## src/rtl/mdfs_pkg.sv

```systemverilog
// package: register map, field layout and carrier types of the fault status block
package mdfs_pkg;

  // ************************************************************
  // bus and register map
  // ************************************************************
  localparam int ADDR_W = 8;
  localparam int DATA_W = 32;

  localparam logic [7:0] STATUS_A_OFFSET   = 8'h00;
  localparam logic [7:0] STATUS_B_OFFSET   = 8'h04;
  localparam logic [7:0] IRQ_STATUS_OFFSET = 8'h08;
  localparam logic [7:0] IRQ_MASK_OFFSET   = 8'h0C;
  localparam logic [7:0] CONFIG_OFFSET     = 8'h10;

  // ************************************************************
  // status register a field positions
  // ************************************************************
  localparam int A_BUCK_LOW_FAULT_BIT       = 7;
  localparam int A_BUCK_LOW_WARNING_BIT     = 6;
  localparam int A_BUCK_INPUT_OC_WARN_BIT   = 5;
  localparam int A_SUPPLY_OV_FAULT_BIT      = 4;
  localparam int A_DRIVER_OV_FAULT_BIT      = 3;
  localparam int A_SUPPLY_UV_FAULT_BIT      = 2;
  localparam int A_OVERTEMP_FAULT_BIT       = 1;
  localparam int A_OVERTEMP_WARNING_BIT     = 0;

  // ************************************************************
  // status register b field positions
  // ************************************************************
  localparam int B_FIVE_VOLT_LOW_BIT        = 5;
  localparam int B_BROWNOUT_LOST_BIT        = 4;
  localparam int B_EXT_FET_OC_FAULT_BIT     = 3;
  localparam int B_GATE_DRIVE_LOW_BIT       = 2;
  localparam logic [7:0] STATUS_B_IMPL_MASK = 8'h3C;

  // ************************************************************
  // config register field positions
  // ************************************************************
  localparam int CFG_OC_LIMIT_LSB           = 0;
  localparam int CFG_SHORT_DETECT_BIT       = 2;
  localparam logic [7:0] CONFIG_WRITE_MASK  = 8'h07;

  // ************************************************************
  // reset values
  // ************************************************************
  localparam logic [7:0]  STATUS_A_RESET    = 8'h00;
  localparam logic [7:0]  STATUS_B_RESET    = 8'h10;
  localparam logic [15:0] IRQ_STATUS_RESET  = 16'h0000;
  localparam logic [15:0] IRQ_MASK_RESET    = 16'h0000;
  localparam logic [7:0]  CONFIG_RESET      = 8'h00;

  // ************************************************************
  // overcurrent limit encodings: 0.250 V, 0.500 V, 0.750 V, 1.000 V
  // ************************************************************
  localparam logic [1:0] OC_LIMIT_0V250     = 2'h0;
  localparam logic [1:0] OC_LIMIT_0V500     = 2'h1;
  localparam logic [1:0] OC_LIMIT_0V750     = 2'h2;
  localparam logic [1:0] OC_LIMIT_1V000     = 2'h3;

  // ************************************************************
  // carrier types
  // ************************************************************
  // analog monitor comparator outputs, one bit each, high while condition holds
  typedef struct packed {
    logic       buck_low_fault;
    logic       buck_low_warning;
    logic       buck_input_overcurrent_warning;
    logic       supply_overvoltage_fault;
    logic       driver_overvoltage_fault;
    logic       supply_undervoltage_fault;
    logic       overtemp_fault;
    logic       overtemp_warning;
    logic       five_volt_reg_low_fault;
    logic       gate_drive_low_fault;
    logic [3:0] vds_above_limit;
    logic       internal_reset;
  } mdfs_mon_t;

  localparam int MON_W = $bits(mdfs_mon_t);

  typedef struct packed {
    logic [1:0] overcurrent_limit_select;
    logic       short_circuit_detect_cfg;
  } mdfs_cfg_t;

endpackage

```

## src/rtl/mdfs_regs.sv

```systemverilog
// fault and warning status register bank with apb slave and interrupt
//
// Functional notes
// - buck_low_fault follows buck output below 80% of nominal.
// - buck_low_warning follows buck output below 90% of nominal.
// - buck_input_overcurrent_warning follows buck input current above 2A peak.
// - supply_overvoltage_fault follows supply above 32V, else zero.
// - driver_overvoltage_fault follows driver supply above 20V; zero without monitor.
// - supply_undervoltage_fault follows supply below 5.5V.
// - overtemp_fault follows junction above 160 C.
// - overtemp_warning follows junction above 115 C.
// - five_volt_reg_low_fault follows 5V regulator below 4.0V.
// - brownout_config_lost resets to one; other status bits reset to zero.
// - brownout_config_lost set by internal reset since last configuration.
// - ext_fet_overcurrent_fault follows Vds above selected overcurrent limit.
// - gate_drive_low_fault follows any high-side gate output below 8V.
// - status b bits 7:6 and 1:0 read as zero.
// - limit field 00..11 selects 0.250, 0.500, 0.750, 1.000 V.
`timescale 1ns/10ps
`default_nettype none

module mdfs_regs #(
  parameter bit HAS_DRIVER_OVP = 1'b1
) (
  input  wire logic                          pclk,
  input  wire logic                          presetn,
  input  wire logic                          psel,
  input  wire logic                          penable,
  input  wire logic                          pwrite,
  input  wire logic [mdfs_pkg::ADDR_W-1:0]   paddr,
  input  wire logic [mdfs_pkg::DATA_W-1:0]   pwdata,
  input  wire logic [3:0]                    pstrb,
  output logic      [mdfs_pkg::DATA_W-1:0]   prdata,
  output logic                               pready,
  output logic                               pslverr,
  input  wire mdfs_pkg::mdfs_mon_t           monitors,
  output mdfs_pkg::mdfs_cfg_t                cfg,
  output logic                               irq
);

  // ************************************************************
  // register map
  // ************************************************************
  // 00 status a    read only, live monitor levels
  // 04 status b    read only, brownout flag sticky, bits 7:6 and 1:0 zero
  // 08 irq status  read only, {status b, status a} layout, a read clears what it returned
  // 0C irq mask    read/write, same layout as irq status
  // 10 config      read/write, [1:0] limit select, [2] short detect
  // status a bits: 7 buck low fault, 6 buck low warning, 5 buck input overcurrent,
  //   4 supply overvoltage, 3 driver overvoltage, 2 supply undervoltage,
  //   1 overtemp fault, 0 overtemp warning
  // status b bits: 5 five volt regulator low, 4 brownout config lost,
  //   3 external fet overcurrent, 2 gate drive low
  // every register is one aligned word; unused upper bits read zero.
  // no wait states: read data is captured in the setup cycle, so a read shows
  // status as it stood one cycle before the access edge; a monitor change
  // becomes visible in status three edges after it settles at the input.

  // ************************************************************
  // state
  // ************************************************************
  typedef struct packed {
    logic [7:0]                 status_a;
    logic [7:0]                 status_b;
    logic                       reset_seen;
    logic [15:0]                irq_status;
    logic [15:0]                irq_mask;
    mdfs_pkg::mdfs_cfg_t        cfg;
    logic [mdfs_pkg::DATA_W-1:0] rdata;
    logic                       slverr;
    logic                       irq;
  } mdfs_state_t;

  mdfs_state_t state_reg;
  mdfs_state_t state_next;

  mdfs_pkg::mdfs_mon_t mon_sync;
  logic [mdfs_pkg::MON_W-1:0] mon_sync_bits;

  // ************************************************************
  // monitor synchronisation
  // ************************************************************
  // every comparator output is asynchronous to pclk
  // one shared synchroniser is enough: each flag is a level, so bits that
  // settle on different edges only delay one read, they never latch a wrong value
  mdfs_sync #(
    .W (mdfs_pkg::MON_W)
  ) u_sync (
    .pclk     (pclk),
    .presetn  (presetn),
    .async_in (monitors),
    .sync_out (mon_sync_bits)
  );

  assign mon_sync = mdfs_pkg::mdfs_mon_t'(mon_sync_bits);

  // ************************************************************
  // functions
  // ************************************************************
  // true when the offset names an implemented register
  function automatic logic addr_mapped(input logic [mdfs_pkg::ADDR_W-1:0] a);
    logic hit;
    hit = 1'b0;
    case (a)
      mdfs_pkg::STATUS_A_OFFSET:   hit = 1'b1;
      mdfs_pkg::STATUS_B_OFFSET:   hit = 1'b1;
      mdfs_pkg::IRQ_STATUS_OFFSET: hit = 1'b1;
      mdfs_pkg::IRQ_MASK_OFFSET:   hit = 1'b1;
      mdfs_pkg::CONFIG_OFFSET:     hit = 1'b1;
      default:                     hit = 1'b0;
    endcase
    return hit;
  endfunction

  // merge write data into a byte-laned register image
  // only lanes 0 and 1 exist; pstrb[3:2] are ignored
  function automatic logic [15:0] lane_merge(input logic [15:0] old_v,
                                             input logic [15:0] new_v,
                                             input logic [1:0]  strb);
    logic [15:0] res;
    res = old_v;
    if (strb[0]) begin
      res[7:0] = new_v[7:0];
    end
    if (strb[1]) begin
      res[15:8] = new_v[15:8];
    end
    return res;
  endfunction

  // pick the comparator that matches the selected overcurrent limit
  // all thresholds are watched at once, so a new limit takes effect on the
  // next status update without waiting for the synchroniser
  function automatic logic oc_compare(input logic [1:0] sel,
                                      input logic [3:0] above);
    logic r;
    r = 1'b0;
    case (sel)
      mdfs_pkg::OC_LIMIT_0V250: r = above[0];
      mdfs_pkg::OC_LIMIT_0V500: r = above[1];
      mdfs_pkg::OC_LIMIT_0V750: r = above[2];
      mdfs_pkg::OC_LIMIT_1V000: r = above[3];
      default:                  r = 1'b0;
    endcase
    return r;
  endfunction

  // ************************************************************
  // live flag images
  // ************************************************************
  logic [7:0] live_a;
  logic [7:0] live_b;
  logic       reset_rise;
  logic       reset_prev;

  always_comb begin
    live_a = 8'h00;
    live_a[mdfs_pkg::A_BUCK_LOW_FAULT_BIT]     = mon_sync.buck_low_fault;
    live_a[mdfs_pkg::A_BUCK_LOW_WARNING_BIT]   = mon_sync.buck_low_warning;
    live_a[mdfs_pkg::A_BUCK_INPUT_OC_WARN_BIT] = mon_sync.buck_input_overcurrent_warning;
    live_a[mdfs_pkg::A_SUPPLY_OV_FAULT_BIT]    = mon_sync.supply_overvoltage_fault;
    // without the driver supply monitor its input may float; the parameter pins the bit low
    live_a[mdfs_pkg::A_DRIVER_OV_FAULT_BIT]    = HAS_DRIVER_OVP &&
                                                 mon_sync.driver_overvoltage_fault;
    live_a[mdfs_pkg::A_SUPPLY_UV_FAULT_BIT]    = mon_sync.supply_undervoltage_fault;
    live_a[mdfs_pkg::A_OVERTEMP_FAULT_BIT]     = mon_sync.overtemp_fault;
    live_a[mdfs_pkg::A_OVERTEMP_WARNING_BIT]   = mon_sync.overtemp_warning;
  end

  // brownout flag is kept separately; it is sticky, not a live level
  // the edge detector resets to the idle level of internal_reset (low),
  // so leaving reset never fakes a reset event
  assign reset_prev = state_reg.reset_seen;
  assign reset_rise = mon_sync.internal_reset && !reset_prev;

  always_comb begin
    live_b = 8'h00;
    live_b[mdfs_pkg::B_FIVE_VOLT_LOW_BIT]    = mon_sync.five_volt_reg_low_fault;
    live_b[mdfs_pkg::B_BROWNOUT_LOST_BIT]    = state_reg.status_b[mdfs_pkg::B_BROWNOUT_LOST_BIT];
    // the flag is produced regardless of the detect setting; the host qualifies it
    live_b[mdfs_pkg::B_EXT_FET_OC_FAULT_BIT] = oc_compare(state_reg.cfg.overcurrent_limit_select,
                                                          mon_sync.vds_above_limit);
    live_b[mdfs_pkg::B_GATE_DRIVE_LOW_BIT]   = mon_sync.gate_drive_low_fault;
  end

  // ************************************************************
  // bus decode
  // ************************************************************
  logic setup_phase;
  logic access_phase;
  logic wr_access;
  logic rd_access;
  logic mapped;
  logic cfg_write;

  assign setup_phase  = psel && !penable;
  assign access_phase = psel && penable;
  assign mapped       = addr_mapped(paddr);
  assign wr_access    = access_phase && pwrite && mapped;
  assign rd_access    = access_phase && !pwrite && mapped;
  // lane 0 qualifies the config write; a write with no lanes set changes
  // nothing, not even the brownout flag
  assign cfg_write    = wr_access && (paddr == mdfs_pkg::CONFIG_OFFSET) && pstrb[0];

  // ************************************************************
  // next state
  // ************************************************************
  logic [15:0] irq_events;
  logic [15:0] old_flags;
  logic [15:0] new_flags;

  always_comb begin
    state_next = state_reg;

    // ----- status registers follow their monitors
    state_next.status_a = live_a;
    state_next.status_b = live_b & mdfs_pkg::STATUS_B_IMPL_MASK;

    // ----- brownout flag: set by internal reset, cleared by configuration
    state_next.reset_seen = mon_sync.internal_reset;
    if (cfg_write) begin
      state_next.status_b[mdfs_pkg::B_BROWNOUT_LOST_BIT] = 1'b0;
    end
    // set wins over a configuration write in the same cycle
    if (reset_rise) begin
      state_next.status_b[mdfs_pkg::B_BROWNOUT_LOST_BIT] = 1'b1;
    end

    // ----- interrupt events: a flag that rises
    // a falling flag is not an event: software sees it in the status register
    old_flags  = {state_reg.status_b, state_reg.status_a};
    new_flags  = {state_next.status_b, state_next.status_a};
    irq_events = new_flags & ~old_flags;

    // ----- register writes
    if (wr_access) begin
      case (paddr)
        mdfs_pkg::IRQ_MASK_OFFSET: begin
          state_next.irq_mask = lane_merge(state_reg.irq_mask, pwdata[15:0], pstrb[1:0]);
        end
        mdfs_pkg::CONFIG_OFFSET: begin
          // the config word stands in for the configuration message; any
          // accepted write with lane 0 counts as a new configuration
          if (pstrb[0]) begin
            state_next.cfg.overcurrent_limit_select =
              pwdata[mdfs_pkg::CFG_OC_LIMIT_LSB +: 2];
            state_next.cfg.short_circuit_detect_cfg =
              pwdata[mdfs_pkg::CFG_SHORT_DETECT_BIT];
          end
        end
        mdfs_pkg::STATUS_A_OFFSET,
        mdfs_pkg::STATUS_B_OFFSET,
        mdfs_pkg::IRQ_STATUS_OFFSET: begin
          // read-only targets: the write is dropped without an error response
          state_next.irq_mask = state_reg.irq_mask;
        end
        default: begin
          state_next.irq_mask = state_reg.irq_mask;
        end
      endcase
    end

    // ----- interrupt status: a read clears only what it returned, a new event wins
    if (rd_access && (paddr == mdfs_pkg::IRQ_STATUS_OFFSET)) begin
      // an event that lands during the setup cycle is not in the returned
      // word, so it must survive the clear
      state_next.irq_status = state_reg.irq_status & ~state_reg.rdata[15:0];
    end
    state_next.irq_status = state_next.irq_status | irq_events;

    // ----- interrupt output from a flop, aligned with the status it reports
    state_next.irq = |(state_next.irq_status & state_next.irq_mask);

    // ----- read data captured in the setup phase, shown in the access phase
    // this gives prdata a full cycle of slack, at the cost of one cycle of age
    if (setup_phase) begin
      state_next.slverr = !mapped;
      state_next.rdata  = '0;
      if (!pwrite) begin
        case (paddr)
          mdfs_pkg::STATUS_A_OFFSET: begin
            state_next.rdata[7:0] = state_reg.status_a;
          end
          mdfs_pkg::STATUS_B_OFFSET: begin
            state_next.rdata[7:0] = state_reg.status_b;
          end
          mdfs_pkg::IRQ_STATUS_OFFSET: begin
            state_next.rdata[15:0] = state_reg.irq_status;
          end
          mdfs_pkg::IRQ_MASK_OFFSET: begin
            state_next.rdata[15:0] = state_reg.irq_mask;
          end
          mdfs_pkg::CONFIG_OFFSET: begin
            state_next.rdata[mdfs_pkg::CFG_OC_LIMIT_LSB +: 2] =
              state_reg.cfg.overcurrent_limit_select;
            state_next.rdata[mdfs_pkg::CFG_SHORT_DETECT_BIT] =
              state_reg.cfg.short_circuit_detect_cfg;
          end
          default: begin
            state_next.rdata = '0;
          end
        endcase
      end
    end
  end

  // ************************************************************
  // registers
  // ************************************************************
  always_ff @(posedge pclk or negedge presetn) begin
    if (!presetn) begin
      // the brownout flag comes out of reset set: the configuration is lost by definition
      state_reg.status_a   <= mdfs_pkg::STATUS_A_RESET;
      state_reg.status_b   <= mdfs_pkg::STATUS_B_RESET;
      state_reg.reset_seen <= 1'b0;
      state_reg.irq_status <= mdfs_pkg::IRQ_STATUS_RESET;
      state_reg.irq_mask   <= mdfs_pkg::IRQ_MASK_RESET;
      state_reg.cfg        <= mdfs_pkg::mdfs_cfg_t'(mdfs_pkg::CONFIG_RESET[2:0]);
      state_reg.rdata      <= '0;
      state_reg.slverr     <= 1'b0;
      state_reg.irq        <= 1'b0;
    end else begin
      state_reg <= state_next;
    end
  end

  // ************************************************************
  // outputs
  // ************************************************************
  // zero wait states: every access completes in its first access cycle
  assign pready  = 1'b1;
  // pslverr is gated by the access phase so it never shows in setup or idle
  assign pslverr = access_phase && state_reg.slverr;
  assign prdata  = state_reg.rdata;
  assign cfg     = state_reg.cfg;
  // registered so that it cannot glitch while status and mask update
  assign irq     = state_reg.irq;

endmodule

`default_nettype wire

```

## src/rtl/mdfs_sync.sv

```systemverilog
// two-flop synchroniser for the analog monitor levels
`timescale 1ns/10ps
`default_nettype none

module mdfs_sync #(
  parameter int W = 1
) (
  input  wire logic         pclk,
  input  wire logic         presetn,
  input  wire logic [W-1:0] async_in,
  output logic      [W-1:0] sync_out
);

  typedef struct packed {
    logic [W-1:0] stage1;
    logic [W-1:0] stage2;
  } mdfs_sync_state_t;

  mdfs_sync_state_t state_reg;
  mdfs_sync_state_t state_next;

  // the first stage feeds only the second stage
  always_comb begin
    state_next        = state_reg;
    state_next.stage1 = async_in;
    state_next.stage2 = state_reg.stage1;
  end

  always_ff @(posedge pclk or negedge presetn) begin
    if (!presetn) begin
      state_reg <= '0;
    end else begin
      state_reg <= state_next;
    end
  end

  assign sync_out = state_reg.stage2;

endmodule

`default_nettype wire

```

## config.mk

```make
export PLATFORM = sky130hd
export DESIGN_NAME = mdfs_regs
export DESIGN_NICKNAME = d
export VERILOG_FILES = /design/src/rtl/mdfs_pkg.sv /design/src/rtl/mdfs_regs.sv /design/src/rtl/mdfs_sync.sv
export SDC_FILE = /design/constraint.sdc
export NUM_CORES = 1
export LEC_CHECK = 0
export BUFFER_PORTS_ARGS = -buffer_cell sky130_fd_sc_hd__buf_2
export CAP_MARGIN = 20
export CORE_ASPECT_RATIO = 1.25
export CORE_MARGIN = 2
export CORE_UTILIZATION = 52
export DETAILED_ROUTE_END_ITERATION = 10
export GPL_TIMING_DRIVEN = 0
export HOLD_SLACK_MARGIN = 0.02
export MAX_ROUTING_LAYER = met4
export PLACE_DENSITY = 0.8
export SLEW_MARGIN = 20
export SYNTH_ARGS = -nofsm -noshare
export SYNTH_HDL_FRONTEND = slang
export SYNTH_SLANG_ARGS = --single-unit
```

## constraint.sdc

```tcl
create_clock -name pclk -period 2.1 [get_ports pclk]
set_clock_uncertainty 0.2 [all_clocks]
set_input_delay 0.21 -clock pclk [delete_from_list [all_inputs] [get_ports pclk]]
set_output_delay 0.21 -clock pclk [all_outputs]
set_load 0.005 [all_outputs]
```

==> impl.org, run 1 <==
** Worst setup path
- Of all nets on the critical path, the largest fanout is 10.
- Slowest cell on crit path :: sky130_fd_sc_hd__mux2_2
- Measured in cells, the most critical reg-to-reg path has a length of 4.
- The critical path is of the primary input to flop type.
- Kind of start point of the critical path :: primary input
- Endpoint arrival time on the critical path :: just over 2000 ps
- In this design, the stage delay of the slowest critical-path cell is ~360 ps.
- Cell-by-cell trace of the critical path :: buf_2 -> nor4b_4 -> buf_6 -> nand4_4 -> mux2_2 -> a22o_1 -> a221oi_2 -> nand4_1
- Required @ worst endpoint :: 2130 ps
- Critical path endpoint category :: flop

** Logic synthesis
- Top area cells in the synthesized netlist :: sky130_fd_sc_hd__dfrtp_1, sky130_fd_sc_hd__buf_4, sky130_fd_sc_hd__a22o_1
- Of the synthesized area, sequential elements account for 0.610.
- Synthesis produced slightly above 300 cells.
- Counting flops and latches in the post-synthesis netlist gives 96.
- The share of synthesized area in the top cell type comes to 0.603.
- During synthesis, Yosys emitted a total of 0 warnings.
- Cell taking the most area after synthesis :: sky130_fd_sc_hd__dfrtp_1
- The netlist uses 39 different library cells.
- Each instance of the synthesized netlist takes up on average about 13 sq um.
- Post-synthesis instance area :: roughly 3900 sq um

** Global route
- Most heavily used metal layer in global routing :: met2
- In the global route stage, overall resource usage came out at 0.230.
- In the global route stage, met3 resource usage came out at 0.0481.
- Pin count of the biggest net entering global routing :: 65
- The first global-routing pass estimated between 10 and 15 mm of wire.
- Global routing finished with a remaining overflow of 0.
- Via count of the first global-routing pass :: around 2.8k
- The initial antenna violation count is 0.
- Met1 track demand over resource :: 0.286
- For met2 alone, demand over resource in global routing was 0.351.

** Timing
- The max-slew violation count was 0.
- Final Critical Period :: 2020 ps
- Setup violations remaining at the end of the flow were counted as 0.
- Ratio of final minimum period to clock period :: 0.964
- In this run the tightest slew margin relative to its limit is 0.460.
- Pin slew with the least headroom to its limit :: between 800 and 900 ps
- Based on the critical path, the design can be clocked at up to roughly 490 MHz.
- Setup repair after global routing could not meet its margin everywhere.
- Final worst hold slack :: roughly 83 ps
- Hold Fails Final Rpt :: 0

** Pwr
- VDD sags by at most 0.000428 V.
- Pleak :: around 2.5 nW
- Power density over the cells :: slightly below 700 nW/um^2

** Floorplanning
- Total core area :: ~7400 sq um
- After floorplanning, the core was divided into 35 placement rows.
- I/O pin total :: approximately 100
- The floorplan step defined a die boundary enclosing 8290 sq um.
- Y dimension of the die :: approximately 100 um
- Measured along the x axis, the die boundary spans roughly 82 um.
- For this configuration, the core starts out at a cell density of 0.536.

** Layout
- The net count of the finished layout is ~500.
- Commonest cells after routing, fill and taps aside :: sky130_fd_sc_hd__dfrtp_1, sky130_fd_sc_hd__buf_2, sky130_fd_sc_hd__buf_4, sky130_fd_sc_hd__dlygate4sd3_1, sky130_fd_sc_hd__a22o_1
- The area growth from synthesis to layout is 27.0%.
- Of the cells placed in the final design, the portion with a size suffix greater than 1 is 0.350.
- The number of antenna diodes in the final layout is 0.
- Leaving out fill and tap cells, the most frequent cell in the layout is sky130_fd_sc_hd__dfrtp_1.
- The register with the most flip-flops in the layout has 33 of them.
- For this run, the number of standard cells in the final layout without fillers is 526.

** Clock network
- Clock latency on the worst-skew pair, taken at its later pin, is 370 ps.
- Max Buffers Root-to-Sink :: 2
- Sinks on Clock Net :: 96
- In this run the post-CTS setup repair buffer count came out at 0.
- Clock tree synthesis inserted a total of 9 buffers.
- CTS placed an instance of sky130_fd_sc_hd__clkbuf_8 at the clock tree root.
- Max H-tree Level :: 3
- TritonCTS clock tree :: yes
- Clock-pin slew of the registers on the worst-case setup and hold paths :: about 90 ps

** Run
- Max Cap Violations :: 0

** Drt
- In the final routed layout, each cell accounts on average for between 15 and 20 um.
- Initial DRT Pass Iterations :: 4
- Count of antenna-violating nets left after detailed routing :: 0
- For this block, the initial DRC count from the detailed router was between 150 and 200.
- DRC :: 0
- The detailed router placed 2750 vias in this run.
- After detailed routing, the number of vias per cell comes to between 5 and 6.
- Summed over all layers, the routed wires come to between 8 and 9 mm.

** Outcome
- The run finished with clean final reports.

** Place
- Final Wtd Congestion :: between 0.9 and 1
- HPWL after detailed placement :: just under 6 mm
- Number of buffers added on ports :: 64
- Post-Place Cells :: around 480

** Min path
- Class of the tightest hold or removal check :: primary input to asynchronous set/reset pin
## cell families after synthesis
kind of cell	count (synthesis)	share of synthesized area
AO/OA/AOI/OAI	65	0.127
buffers and inverters	64	0.100
flip-flops	96	0.610
multiplexers	26	0.0781
other	2	0.00191
AND/OR/NAND/NOR	53	0.0832
## metrics by stage
step                utilization  setup slack [ps]  power [mW]  setup TNS, ps  instance area (sq um)
floorplan                     -              5.15        2.04              0                   4000
global placement          0.602              -354        2.15         -28650                   4430
detailed placement        0.607              -411        2.16          -5320                   4470
CTS                       0.679              55.4        3.45              0                   4990
global route              0.680             -15.8        3.57          -15.8                   5000
finish                    0.680              75.6        3.42              0                   5000
## where the power goes
part	switching, mW	leakage [nW]	internal [mW]
combinational	0.123	1.27	0.129
sequential	0.0224	1.18	1.90
clock	0.676	0.103	0.573
total	0.822	2.55	2.60
## per-layer routing
metal  routed length (um)  up-vias
met5                    0        -
met4                  310        0
met3                  352       27
met2                 4140       84
met1                 3610     1350
li1                     -     1289
## cell type report
type | count | area [sq um]
clock inverters | 7 | 83.8
plain buffers | 48 | 339
fillers | 562 | 2350
repair buffers | 97 | 674
multi-input cells | 161 | 1200
clock buffers | 9 | 124
well taps | 92 | 115
flip-flops and latches | 96 | 2400
inverters | 16 | 60.1
## worst max-delay path: cells and delay by family
family	cells	cell delay (ps)
AND/OR/NAND/NOR	3	700
multiplexers	1	360
buffers and inverters	2	330
AO/OA/AOI/OAI	2	460
## what timing repair did
action                                  in CTS  in global routing
gates resized for setup                      1                  6
endpoints found under the hold margin      129                  0
endpoints found under the setup margin       1                  4
hold buffers                                32                  0
pin swaps                                    0                  1
## synthesized netlist by cell type (all sizes together)
cell,n
a221oi,6
o2bb2ai,1
nand4,9
nor3,2
and4,2
dfstp,1
nor3b,2
buf,40
or4,1
nand2,19
o2111a,1
o21ai,12
and3,5
nor2,5
nor4bb,1
mux2i,6
mux2,18
conb,2
and2,1
mux4,2
a21boi,4
a32oi,1
clkbuf,8
a21oi,9
nor4b,1
nand2b,1
a22o,30
nand3,3
a211oi,1
or3,1
inv,16
dfrtp,95
## final timing paths
path                                            from               endpoint  slack (ps)
worst max-delay path                        paddr[0]                    irq          80
worst min-delay path                         presetn  u_sync.state_next[12]          80
worst max register to register                cfg[2]                    irq         130
worst min register to register  u_sync.state_next[5]     u_sync.sync_out[5]         150
max in group asynchronous                    presetn              live_b[4]         980
min in group pclk                           paddr[4]              prdata[2]         120
Power figures use the tool's default switching activity.
==> run 2, diff against run 1 <==
- CORE_UTILIZATION: 52 -> 55
- CTS_BUF_LIST: not set -> sky130_fd_sc_hd__clkbuf_4 sky130_fd_sc_hd__clkbuf_8
- PLACE_DENSITY: 0.8 -> 0.84
==> impl.org, run 2 (synthesis gave the netlist of run 1 again) <==
** Layout
- The filler cells instantiated in the layout total between 400 and 500.
- Leaving out fill and tap cells, the most frequent cell in the layout is sky130_fd_sc_hd__dfrtp_1.
- Relative area change from synthesis to final layout :: 27.2%
- The final layout contains just under 500 nets.
- In the final layout, the share of cells above drive strength 1 is 0.352.
- In the layout the commonest cells are sky130_fd_sc_hd__dfrtp_1, sky130_fd_sc_hd__buf_2, sky130_fd_sc_hd__buf_4, sky130_fd_sc_hd__dlygate4sd3_1, sky130_fd_sc_hd__a22o_1.
- Flip-flop count of the largest register after layout :: 33
- The number of antenna diodes in the final layout is 0.
- Leaving out filler cells and counting taps, the final layout contains 525.

** Clock network
- TritonCTS built the clock tree.
- Number of buffers created by CTS :: 9
- In this run the deepest clock path goes through 2 buffers.
- Sinks on Clock Net :: between 90 and 100
- Clock-pin slew of the registers on the worst-case setup and hold paths :: around 80 ps
- Worst-Skew Late Latency :: ~360 ps
- The H-tree was split into 3 levels.
- The tree is rooted in a sky130_fd_sc_hd__clkbuf_8.

** Pwr
- Total power after layout :: approximately 3.4 mW
- Pleak :: around 2.6 nW
- Maximum resistive drop on vdd :: 0.000607 V
- Power spread over the standard cell area amounts to approximately 680 nW/um^2.

** Floorplanning
- Chip Width :: ~80 um
- Total core area :: 6930 sq um
- For this configuration, the core starts out at a cell density of 0.568.
- I/O pin total :: slightly above 100
- Die Footprint :: 7860 sq um
- In this run the core area contains 34 standard-cell rows.
- Y dimension of the die :: just under 100 um

** Global route
- Initial antenna violation count :: 0
- Pin count of the biggest net entering global routing :: 63
- The first global-routing pass estimated ~15 mm of wire.
- Congestion Overflow GR :: 0
- Across every metal layer, demand over resource in global routing totals 0.254.
- Via count of the first global-routing pass :: approximately 3k

** Timing
- RSZ-0062 raised after global routing :: true
- The worst pin sits at a relative slew slack of 0.476.
- Setup violations remaining at the end of the flow were counted as 0.
- For the finished layout, the period the worst path requires is a little over 2000 ps.
- Ratio of final minimum period to clock period :: 0.987
- Highest achievable clock rate :: roughly 480 MHz
- The max-slew violation count was 0.
- Pin slew with the least headroom to its limit :: 782 ps
- Hold Fails Final Rpt :: 0

** Drt
- Starting DRC count in detailed routing :: ~290
- In this run the remaining antenna-violating nets after routing total 0.
- Initial DRT Pass Iterations :: 4
- After detailed routing, the number of vias per cell comes to between 5 and 6.
- Routed length per placed instance :: around 17 um
- For this run, design rule violations remaining after detail routing come to 0.
- Aggregate routed wire length :: just under 9 mm
- Routed vias :: between 2k and 3k

** Worst setup path
- Class of the most critical setup path :: primary input to flop
- Largest fanout on the critical path :: 10
- Required @ worst endpoint :: around 2100 ps
- For the worst setup path, the data arrival time is about 2100 ps.
- STA classifies the critical path startpoint as a primary input.
- The worst setup path is captured at a flop.

** Run
- Max Cap Violations :: 0

** Min path
- The tightest min-delay check is of the primary input to flop type.

** Place
- After legalization and detailed placement, the total HPWL measured around 6.0 mm.
- Number of buffers added on ports :: 64
- Final Wtd Congestion :: 0.959
- In this run, placement finished with an instance count of between 400 and 500.

** Outcome
- The flow ran to the end, and the final reports show no timing, DRC or antenna violations.
run 2: changes by cell type in the layout (fill, tap and decap cells not counted):
cell and change:
sky130_fd_sc_hd__buf_2 +1, sky130_fd_sc_hd__clkinv_4 +1, sky130_fd_sc_hd__clkbuf_8 +2, sky130_fd_sc_hd__clkinv_2 +1, sky130_fd_sc_hd__clkinvlp_4 -1, sky130_fd_sc_hd__inv_6 -3
run 2: path summary, 6_finish.rpt:
path,end,slack [ps],cells past startpoint,start
max in group asynchronous,live_b[4],960,3,presetn
max,irq,30,8,paddr[0]
max reg2reg,irq,90,4,cfg[2]
min in group asynchronous,u_sync.state_next[11],100,2,presetn
min reg2reg,u_sync.sync_out[12],150,0,u_sync.state_next[12]
min,prdata[2],90,4,paddr[4]
run 2: through the flow:
stage          hold WS (ps)  setup slack (ps)  utilization  instance area, sq um  TNS, ps
4_1_cts                73.9              15.3        0.721                  5000        0
3_3_place_gp            118              -381        0.639                  4430   -27330
3_5_place_dp          -77.9              -438        0.644                  4460    -5300
5_1_grt                91.6             -44.4        0.723                  5010    -44.4
2_1_floorplan          -286              5.15            -                  4000        0
6_report               90.8              28.3        0.723                  5010        0
run 2: area by class of cell:
cell class              instances  area, sq um  share of cell area
plain buffers                  48          337              0.0671
well taps                      90          113              0.0225
flip-flops and latches         96         2400               0.479
multi-input cells             161         1200               0.240
inverters                      16         60.1              0.0120
clock buffers                  11          151              0.0302
repair buffers                 98          682               0.136
clock inverters                 5         63.8              0.0127
run 2: per-layer routing:
| layer | part of all wire | GRT usage | vias up | wire length, um |
|---|---|---|---|---|
| met5 | 0 | - | - | 0 |
| met4 | 0.028 | 0.123 | 0 | 250 |
| met3 | 0.070 | 0.0531 | 26 | 612 |
| met2 | 0.52 | 0.399 | 129 | 4530 |
| met1 | 0.39 | 0.311 | 1363 | 3390 |
| li1 | - | - | 1285 | - |
run 2: power breakdown:
group	switching (mW)	internal, mW	total [mW]	leakage (nW)
clock	0.630	0.626	1.26	0.111
combinational	0.126	0.129	0.256	1.27
sequential	0.0226	1.90	1.92	1.18
total	0.779	2.65	3.43	2.56
run 2: critical path, cell delays in order:
cell                       delay (ps)
sky130_fd_sc_hd__buf_2            130
sky130_fd_sc_hd__nor4b_4          340
sky130_fd_sc_hd__buf_6            200
sky130_fd_sc_hd__nand4_4          220
sky130_fd_sc_hd__mux2_2           350
sky130_fd_sc_hd__a22o_1           230
sky130_fd_sc_hd__a221oi_2         250
sky130_fd_sc_hd__nand4_1          160
run 2: timing repair:
action                                  CTS  global route
pin swaps                                 0             1
resized for setup                         2             2
endpoints found under the setup margin   11             4
hold endpoints to repair                129             0
buffers inserted                          0             1
hold buffers                             32             0
